<file path="src/rtl/pes_pkg.sv">
package pes_pkg;

    // ------------------------------------------------------------------
    // Register map, word indices; byte address is four times the index.
    // ------------------------------------------------------------------
    localparam logic [5:0]  IDX_TEST       = 6'h11;
    localparam logic [5:0]  IDX_STAT       = 6'h12;

    // ------------------------------------------------------------------
    // Field positions.
    // ------------------------------------------------------------------
    localparam int unsigned POS_POLARITY   = 3;
    localparam int unsigned POS_TEST       = 2;
    localparam int unsigned POS_STAT_LO    = 8;
    localparam int unsigned POS_EN_LO      = 0;
    localparam int unsigned EVT_N          = 8;

    // Event order follows the status bits, lowest first.
    localparam int unsigned EV_RX_ERR      = 0;
    localparam int unsigned EV_FALSE_CAR   = 1;
    localparam int unsigned EV_TRAINING    = 2;
    localparam int unsigned EV_ESD         = 3;
    localparam int unsigned EV_WAKE        = 4;
    localparam int unsigned EV_LINK        = 5;
    localparam int unsigned EV_ENERGY      = 6;
    localparam int unsigned EV_QUALITY     = 7;

    // ------------------------------------------------------------------
    // Reset values.
    // ------------------------------------------------------------------
    localparam logic [7:0]  RST_STATUS     = 8'h00;
    localparam logic [7:0]  RST_ENABLE     = 8'h00;
    localparam logic        RST_POLARITY   = 1'b1;
    localparam logic        RST_TEST       = 1'b0;
    localparam logic [15:0] RSV_TEST_READ  = 16'h0103;

    // ------------------------------------------------------------------
    // Widths and thresholds.
    // ------------------------------------------------------------------
    localparam int unsigned ADDR_W_DEF     = 8;
    localparam int unsigned FC_W_DEF       = 8;
    localparam int unsigned RE_W_DEF       = 16;
    localparam logic [7:0]  FC_HALF        = 8'h7F;

endpackage

</file>
<file path="src/rtl/pes_evt_detect.sv">
`timescale 1ns/100ps
`default_nettype none

module pes_evt_detect #(
    parameter int unsigned FC_W = pes_pkg::FC_W_DEF,
    parameter int unsigned RE_W = pes_pkg::RE_W_DEF
) (
    input  wire logic              ref_clk_i,
    input  wire logic              resetn_i,
    input  wire logic              link_quality_i,
    input  wire logic              link_up_i,
    input  wire logic              energy_detect_i,
    input  wire logic              wake_frame_i,
    input  wire logic              esd_event_i,
    input  wire logic              leader_follower_done_i,
    input  wire logic [FC_W-1:0]   false_carrier_counter_i,
    input  wire logic [RE_W-1:0]   receive_error_counter_i,
    output logic      [7:0]        evt_o
);

    // ------------------------------------------------------------------
    // Threshold helpers.
    // ------------------------------------------------------------------
    localparam logic [FC_W-1:0] FC_HALF_W = FC_W'(pes_pkg::FC_HALF);
    localparam logic [RE_W-1:0] RE_HALF_W = {1'b0, {(RE_W-1){1'b1}}};

    function automatic logic crossed(input logic now_above,
                                     input logic was_above);
        crossed = now_above & ~was_above;
    endfunction

    logic       primed_ff;
    logic       quality_ff;
    logic       energy_ff;
    logic       link_ff;
    logic       wake_ff;
    logic       esd_ff;
    logic       train_ff;
    logic       fc_above_ff;
    logic       re_above_ff;
    logic       fc_above;
    logic       re_above;

    assign fc_above = false_carrier_counter_i > FC_HALF_W;
    assign re_above = receive_error_counter_i > RE_HALF_W;

    // ------------------------------------------------------------------
    // History of every source; no event is taken before one sample.
    // ------------------------------------------------------------------
    // Without the primed flag a source already high at reset release
    // would be mistaken for a change.
    always_ff @(posedge ref_clk_i or negedge resetn_i) begin
        if (!resetn_i) begin
            primed_ff   <= 1'b0;
            quality_ff  <= 1'b0;
            energy_ff   <= 1'b0;
            link_ff     <= 1'b0;
            wake_ff     <= 1'b0;
            esd_ff      <= 1'b0;
            train_ff    <= 1'b0;
            fc_above_ff <= 1'b0;
            re_above_ff <= 1'b0;
        end else begin
            primed_ff   <= 1'b1;
            quality_ff  <= link_quality_i;
            energy_ff   <= energy_detect_i;
            link_ff     <= link_up_i;
            wake_ff     <= wake_frame_i;
            esd_ff      <= esd_event_i;
            train_ff    <= leader_follower_done_i;
            fc_above_ff <= fc_above;
            re_above_ff <= re_above;
        end
    end

    always_comb begin
        evt_o = '0;
        if (primed_ff) begin
            evt_o[pes_pkg::EV_QUALITY]   = (link_quality_i != quality_ff)
                                           & link_up_i;
            evt_o[pes_pkg::EV_ENERGY]    = energy_detect_i
                                           != energy_ff;
            evt_o[pes_pkg::EV_LINK]      = link_up_i != link_ff;
            evt_o[pes_pkg::EV_WAKE]      = crossed(wake_frame_i,
                                                   wake_ff);
            evt_o[pes_pkg::EV_ESD]       = crossed(esd_event_i,
                                                   esd_ff);
            evt_o[pes_pkg::EV_TRAINING]  = crossed(leader_follower_done_i,
                                                   train_ff);
            evt_o[pes_pkg::EV_FALSE_CAR] = crossed(fc_above,
                                                   fc_above_ff);
            evt_o[pes_pkg::EV_RX_ERR]    = crossed(re_above,
                                                   re_above_ff);
        end
    end
endmodule

`default_nettype wire

</file>
<file path="src/rtl/pes_event_status_one.sv">
// Added by the designer: the placing of the registers and the Avalon-MM register port.
`timescale 1ns/100ps
`default_nettype none

// ----------------------------------------------------------------------
// Summary of operation
// - Link quality change while up sets bit 15.
// - Energy detect change sets bit 14.
// - Link status change sets bit 13.
// - Wake frame detection sets bit 12.
// - Discharge monitor event sets bit 11.
// - Leader/follower training done sets bit 10.
// - False carrier counter past half sets 9.
// - Receive error counter past half sets 8.
// - Enables 7..5 read-write, reset zero.
// - Enables 4..2 read-write, reset zero.
// - Enables 1..0 read-write, reset zero.
// - Polarity bit picks interrupt pin idle level.
// - Test bit forces interrupt while set.
// - False carrier event past count 0x7F.
// ----------------------------------------------------------------------

module pes_event_status_one #(
    parameter int unsigned ADDR_W = pes_pkg::ADDR_W_DEF,
    parameter int unsigned FC_W   = pes_pkg::FC_W_DEF,
    parameter int unsigned RE_W   = pes_pkg::RE_W_DEF
) (
    input  wire logic              ref_clk_i,
    input  wire logic              resetn_i,
    input  wire logic [ADDR_W-1:0] avs_address_i,
    input  wire logic              avs_read_i,
    input  wire logic              avs_write_i,
    input  wire logic [31:0]       avs_writedata_i,
    input  wire logic [3:0]        avs_byteenable_i,
    output logic      [31:0]       avs_readdata_o,
    output logic                   avs_waitrequest_o,
    input  wire logic              link_quality_i,
    input  wire logic              link_up_i,
    input  wire logic              energy_detect_i,
    input  wire logic              wake_frame_i,
    input  wire logic              esd_event_i,
    input  wire logic              leader_follower_done_i,
    input  wire logic [FC_W-1:0]   false_carrier_counter_i,
    input  wire logic [RE_W-1:0]   receive_error_counter_i,
    output logic                   irq_pin_o,
    output logic                   irq_active_o
);

    // ------------------------------------------------------------------
    // Elaboration checks.
    // ------------------------------------------------------------------
    generate
        if (ADDR_W < 8) begin : g_bad_addr
            $error("Address bus too narrow for the register map.");
        end
        if (FC_W != 8 || RE_W < 2) begin : g_bad_cnt
            $error("Counter widths not supported.");
        end
    endgenerate

    // ------------------------------------------------------------------
    // Address decode.
    // ------------------------------------------------------------------
    localparam logic [ADDR_W-1:0] BYTE_STAT =
        ADDR_W'({pes_pkg::IDX_STAT, 2'b00});
    localparam logic [ADDR_W-1:0] BYTE_TEST =
        ADDR_W'({pes_pkg::IDX_TEST, 2'b00});

    logic        hit_stat;
    logic        hit_test;
    logic        req;
    logic        first;
    logic        take;
    logic        wr_stat;
    logic        wr_test;
    logic        rd_stat_take;
    logic [7:0]  evt_w;
    logic [7:0]  clear_mask;
    logic [31:0] read_word;
    logic        active;

    logic        wait_ff;
    logic [31:0] rdata_ff;
    logic [7:0]  snap_ff;
    logic [7:0]  status_ff;
    logic [7:0]  enable_ff;
    logic        polarity_ff;
    logic        test_ff;
    logic        irq_pin_ff;
    logic        irq_active_ff;

    logic [7:0]  nxt_status;

    assign hit_stat = avs_address_i == BYTE_STAT;
    assign hit_test = avs_address_i == BYTE_TEST;

    // ------------------------------------------------------------------
    // Bus handshake: one wait cycle, then the request is taken.
    // ------------------------------------------------------------------
    // The read word is captured in the wait cycle so that it stands at
    // the edge where waitrequest is sampled low.
    assign req          = avs_read_i | avs_write_i;
    assign first        = req & wait_ff;
    assign take         = req & ~wait_ff;
    assign wr_stat      = take & avs_write_i & hit_stat
                          & avs_byteenable_i[0];
    assign wr_test      = take & avs_write_i & hit_test
                          & avs_byteenable_i[0];
    assign rd_stat_take = take & avs_read_i & hit_stat;

    always_comb begin
        read_word = '0;
        if (hit_stat) begin
            read_word[15:8] = status_ff;
            read_word[7:0]  = enable_ff;
        end else if (hit_test) begin
            read_word[15:0] = pes_pkg::RSV_TEST_READ;
            read_word[pes_pkg::POS_POLARITY] = polarity_ff;
            read_word[pes_pkg::POS_TEST]     = test_ff;
        end
    end

    always_ff @(posedge ref_clk_i or negedge resetn_i) begin
        if (!resetn_i) begin
            wait_ff <= 1'b1;
        end else begin
            wait_ff <= ~first;
        end
    end

    always_ff @(posedge ref_clk_i or negedge resetn_i) begin
        if (!resetn_i) begin
            rdata_ff <= '0;
        end else if (first && avs_read_i) begin
            rdata_ff <= read_word;
        end
    end

    // Only bits that software has actually seen are cleared later.
    always_ff @(posedge ref_clk_i or negedge resetn_i) begin
        if (!resetn_i) begin
            snap_ff <= '0;
        end else if (first && avs_read_i) begin
            snap_ff <= hit_stat ? status_ff : 8'h00;
        end
    end

    // ------------------------------------------------------------------
    // Event sources.
    // ------------------------------------------------------------------
    pes_evt_detect #(
        .FC_W (FC_W),
        .RE_W (RE_W)
    ) u_detect (
        .ref_clk_i               (ref_clk_i),
        .resetn_i                (resetn_i),
        .link_quality_i          (link_quality_i),
        .link_up_i               (link_up_i),
        .energy_detect_i         (energy_detect_i),
        .wake_frame_i            (wake_frame_i),
        .esd_event_i             (esd_event_i),
        .leader_follower_done_i  (leader_follower_done_i),
        .false_carrier_counter_i (false_carrier_counter_i),
        .receive_error_counter_i (receive_error_counter_i),
        .evt_o                   (evt_w)
    );

    // ------------------------------------------------------------------
    // Latched status.
    // ------------------------------------------------------------------
    assign clear_mask = rd_stat_take ? snap_ff : 8'h00;
    // Set is applied after the clear, so a fresh event survives.
    assign nxt_status = (status_ff & ~clear_mask) | evt_w;

    always_ff @(posedge ref_clk_i or negedge resetn_i) begin
        if (!resetn_i) begin
            status_ff <= pes_pkg::RST_STATUS;
        end else begin
            status_ff <= nxt_status;
        end
    end

    // ------------------------------------------------------------------
    // Enables and interrupt control.
    // ------------------------------------------------------------------
    always_ff @(posedge ref_clk_i or negedge resetn_i) begin
        if (!resetn_i) begin
            enable_ff <= pes_pkg::RST_ENABLE;
        end else if (wr_stat) begin
            enable_ff <= avs_writedata_i[7:0];
        end
    end

    always_ff @(posedge ref_clk_i or negedge resetn_i) begin
        if (!resetn_i) begin
            polarity_ff <= pes_pkg::RST_POLARITY;
            test_ff     <= pes_pkg::RST_TEST;
        end else if (wr_test) begin
            polarity_ff <= avs_writedata_i[pes_pkg::POS_POLARITY];
            test_ff     <= avs_writedata_i[pes_pkg::POS_TEST];
        end
    end

    // ------------------------------------------------------------------
    // Interrupt output.
    // ------------------------------------------------------------------
    // The pin lags the status by one cycle; this keeps it glitch free.
    assign active = (|(status_ff & enable_ff)) | test_ff;

    always_ff @(posedge ref_clk_i or negedge resetn_i) begin
        if (!resetn_i) begin
            irq_active_ff <= 1'b0;
            irq_pin_ff    <= pes_pkg::RST_POLARITY;
        end else begin
            irq_active_ff <= active;
            irq_pin_ff    <= active ^ polarity_ff;
        end
    end

    assign avs_waitrequest_o = wait_ff;
    assign avs_readdata_o    = rdata_ff;
    assign irq_pin_o         = irq_pin_ff;
    assign irq_active_o      = irq_active_ff;
endmodule

`default_nettype wire

</file>
<file path="config.mk">
export PLATFORM = sky130hd
export DESIGN_NAME = pes_event_status_one
export DESIGN_NICKNAME = d
export VERILOG_FILES = /design/src/rtl/pes_pkg.sv /design/src/rtl/pes_evt_detect.sv /design/src/rtl/pes_event_status_one.sv
export SDC_FILE = /design/constraint.sdc
export NUM_CORES = 1
export LEC_CHECK = 0
export BUFFER_PORTS_ARGS = -buffer_cell sky130_fd_sc_hd__buf_2
export CAP_MARGIN = 10
export CORE_UTILIZATION = 47
export CTS_CLUSTER_DIAMETER = 150
export DETAILED_ROUTE_END_ITERATION = 16
export HOLD_SLACK_MARGIN = 0.02
export MAX_ROUTING_LAYER = met4
export PLACE_DENSITY_LB_ADDON = 0.2
export SLEW_MARGIN = 20
export SYNTH_ARGS = -nofsm -noshare
export SYNTH_HDL_FRONTEND = slang
export SYNTH_SLANG_ARGS = --single-unit
</file>
<file path="constraint.sdc">
create_clock -name ref_clk_i -period 2.65 [get_ports ref_clk_i]
set_clock_uncertainty 0.1 [all_clocks]
set_input_delay 0.1325 -clock ref_clk_i [delete_from_list [all_inputs] [get_ports ref_clk_i]]
set_output_delay 0.1325 -clock ref_clk_i [all_outputs]
set_load 0.01 [all_outputs]
</file>
==> metrics list <==
* Number of clock sinks: 47
- Average detailed-routed wire length per instance: 14.43 microns
- The mapped netlist covers 1976 sq um.
* Count of vias placed by the detailed router: 1337
* Worst path max stage delay: 590 ps
- Share of flip-flops with an asynchronous set or reset: 100.0%
* Slowest cell on the critical path: sky130_fd_sc_hd__dfstp_2
- Routability-driven placement finished with a final weighted congestion of 0.7711.
- Setup repair after global routing missed its margin: no
- Critical path depth: 4
* Synth warnings: 0
* Post-route fraction of the period consumed by the critical path: 72.68%
* DPL Wire Length: 2641 microns
- #FFs+latches synth: 47
- Min Tclk post-route: 1926 ps
- Highest ir drop seen on vdd: 0.3846 mV
- CTS tree: yes
- Once the floorplan was initialized, standard cells occupied 49.04% of the core.
- Count of buffers from port buffering: 47
* Max Cap Viol: 0
- Layout cell share with drive strength beyond 1: 33.96%
* Via/cell ratio: 5.103
- Placeable core area: 4029 sq um
- The worst setup path is of the flop to flop kind.
- The number of buffers and inverters on the critical path is 1.
- Clock-pin slew was measured on the worst setup and hold paths at 80 ps.
* Fin cells: 262
- The cell sitting at the root of the clock tree is a sky130_fd_sc_hd__clkbuf_8.
- From bottom edge to top edge, the die measures 66.84 microns.
- STA classifies the critical path startpoint as a flop.
- Leak: 1.253 nW
* Sw Ratio: 21.34%
- Upper clock frequency limit: 0.5192 GHz
- Post-CTS setup buffer count: 0
- The most used flip-flop cell after synthesis is sky130_fd_sc_hd__dfrtp_1.
- Worst min path class: input pin to flop
- Post-synthesis cell count: 150
- The number of global-route vias before repair is 1344.
- Dividing total power by cell area gives a power density of 557.2 nW/um^2.
* Number of buffers inserted for hold repair after clock tree synthesis: 19
- In this run, the clock network consumes 36.9% of the power.
* Worst Max-Slew Pin Slew: 624.8 ps
* Die width: 66.84 microns
* Final-report setup violation count: 0
- Residual DRC count: 0
* Number of DRC markers after the initial detailed-route iteration: 96
* Commonest non-fill, non-tap cells in the layout: 46 x sky130_fd_sc_hd__buf_2, 44 x sky130_fd_sc_hd__dfrtp_1, 19 x sky130_fd_sc_hd__dlygate4sd3_1
- Cell count after placement: 235
* Die Footprint: 4467 sq um
- Hold Path Depth: 4
- The area growth from synthesis to layout is 23.50%.
- Cell-internal power: 0.001069 W
* Number of synthesized flops with an enable pin: 0
- After global routing the overflow that remains totals 0.
- In this run the number of H-tree levels came out at 2.
- The worst register-to-register path has a depth of 4.
* Sequential group share of total power: 54.9%
- Result of the run: completed
- Post-CTS repair changed the size of 0 cells.
* Sequential fraction of the synthesis area: 59.72%
- The worst pin sits at a relative slew slack of 58.03%.
- Data on the critical path is required at its endpoint by 2780 ps.
- Counting along the longest clock path gives a buffer depth of 2.
* Mean post-synth cell area: 13.17 sq um
- Fin nets: 289
- Clock Latency Late Sink: 290 ps
- Largest net degree at the start of global routing: 48
* Gate power share: 8.2%
- Net switching power figure: 0.0002902 W
- The number of slew-limit violations in the final report came to 0.
* Number of distinct library cells after synthesis: 29
- Global-route wire length before repair: 6244 microns
- Total routed wirelength: 3780 microns
- Drt first pass iters: 4
- Crit path capture type: flop
- STA puts the critical path data arrival time at 2050 ps.
- The initial antenna violation count was 0.
- Number of hold violations in the final report: 0
* Count of standard-cell rows: 23
- The critical path goes through nand2_1, nor3_4, buf_4, a221o_1.
* Most frequent standard cell in the layout excluding fill and tap cells: sky130_fd_sc_hd__buf_2
- Of all nets on the critical path, the largest fanout is 11.
- The cell family contributing the most delay on the critical path is simple AND/OR/NAND/NOR gates.
- Inserted Clock Buffers: 5
* Diode count: 0
* Post-Route Setup TNS: 0 ps
- Across every metal layer, demand over resource in global routing totals 20.17%.
- Number of antenna-violating nets in the routed design: 0
- Top-Level Pins: 113
==> layout make-up <==
type | instances | area [sq um]
fillers | 350 | 1589
flip-flops and latches | 47 | 1180
multi-input cells | 83 | 625.6
repair buffers | 68 | 442.9
clock buffers | 7 | 76.32
well taps | 50 | 62.56
clock inverters | 1 | 30.03
inverters | 6 | 22.52
==> power by group through the flow <==
stage	combinational (W)	clock, W	sequential [W]
after floorplan	0.0000562	0	0.000760
after global placement	0.0000862	0	0.000760
after detailed placement	0.0000886	0	0.000760
after CTS	0.000112	0.000519	0.000746
after global routing	0.000126	0.000542	0.000749
final	0.000111	0.000502	0.000747
==> per-stage QoR <==
stage	instance area (sq um)	hold slack, ps	power [W]	setup WS (ps)	utilization [%]
after floorplan	2032	-263.1	0.0008166	945.1	-
after global placement	2141	156.5	0.0008458	645.6	53.14
after detailed placement	2141	159.3	0.0008490	630.6	53.14
after CTS	2437	219.0	0.001377	714.7	60.50
after global routing	2440	248.8	0.001417	555.4	60.56
final	2440	226.3	0.001360	723.9	60.56
==> worst min-delay path: cells and delay by family <==
kind                   cells  cell delay [ps]
AOI/OAI and AO/OA          1              100
buffers and inverters      1              120
and+or+nand+nor            2              240
==> final timing paths <==
| path | slack, ps | startpoint | to |
|---|---|---|---|
| min | 230 | avs_read_i | status_ff[0]$_DFF_PN0_ |
| max reg2reg | 720 | avs_waitrequest_o$_DFF_PN1_ | avs_readdata_o[0]$_DFFE_PN0P_ |
| min reg2reg | 340 | u_detect.re_above_ff$_DFF_PN0_ | status_ff[0]$_DFF_PN0_ |
| max in group asynchronous | 1790 | resetn_i | avs_waitrequest_o$_DFF_PN1_ |
| max | 720 | avs_waitrequest_o$_DFF_PN1_ | avs_readdata_o[0]$_DFFE_PN0P_ |
| min in group asynchronous | 260 | resetn_i | status_ff[4]$_DFF_PN0_ |
==> Yosys cell counts, types with 2 or more instances <==
| library cell | number | area share [%] |
|---|---|---|
| sky130_fd_sc_hd__buf_4 | 23 | 8.7 |
| sky130_fd_sc_hd__a221o_1 | 3 | 1.5 |
| sky130_fd_sc_hd__clkbuf_1 | 3 | 0.57 |
| sky130_fd_sc_hd__mux2_2 | 10 | 5.7 |
| sky130_fd_sc_hd__dfstp_2 | 3 | 4.0 |
| sky130_fd_sc_hd__inv_1 | 6 | 1.1 |
| sky130_fd_sc_hd__xor2_1 | 4 | 1.8 |
| sky130_fd_sc_hd__a32o_1 | 5 | 2.5 |
| sky130_fd_sc_hd__conb_1 | 2 | 0.38 |
| sky130_fd_sc_hd__a222oi_1 | 3 | 1.5 |
| sky130_fd_sc_hd__nor2_1 | 2 | 0.38 |
| sky130_fd_sc_hd__dfrtp_1 | 44 | 56 |
| sky130_fd_sc_hd__nand2_1 | 12 | 2.3 |
| sky130_fd_sc_hd__a22o_1 | 15 | 6.6 |
==> per-layer routing <==
| metal | global-route usage [%] | up-vias | wire length [microns] |
|---|---|---|---|
| met5 | - | - | 0 |
| li1 | - | 622 | - |
| met2 | 32.58 | 49 | 1979 |
| met4 | 8.777 | 0 | 43 |
| met3 | 5.993 | 7 | 206 |
| met1 | 23.23 | 659 | 1550 |
==> kinds of logic (layout without fill, tap and decap cells) <==
group | count (synthesis) | in the layout | synth area share, %
AO/OA/AOI/OAI | 30 | 30 | 13.62
XOR/XNOR | 4 | 4 | 1.773
buffers and inverters | 35 | 82 | 11.46
flip-flops | 47 | 47 | 59.72
multiplexers | 10 | 10 | 5.700
other | 2 | 17 | 0.3801
AND/OR/NAND/NOR | 22 | 22 | 7.346
==> sequential cells by signal, indices dropped and copies added (netlist names) <==
register / count
avs_readdata_o: 9
enable_ff: 8
snap_ff: 8
status_ff: 8
avs_waitrequest_o: 1
irq_active_o: 1
irq_pin_o: 1
polarity_ff: 1
test_ff: 1
u_detect.energy_ff: 1
u_detect.esd_ff: 1
u_detect.fc_above_ff: 1
u_detect.link_ff: 1
u_detect.primed_ff: 1
u_detect.quality_ff: 1
u_detect.re_above_ff: 1
u_detect.train_ff: 1
u_detect.wake_ff: 1
No activity file was read; power rests on OpenSTA's default activity.
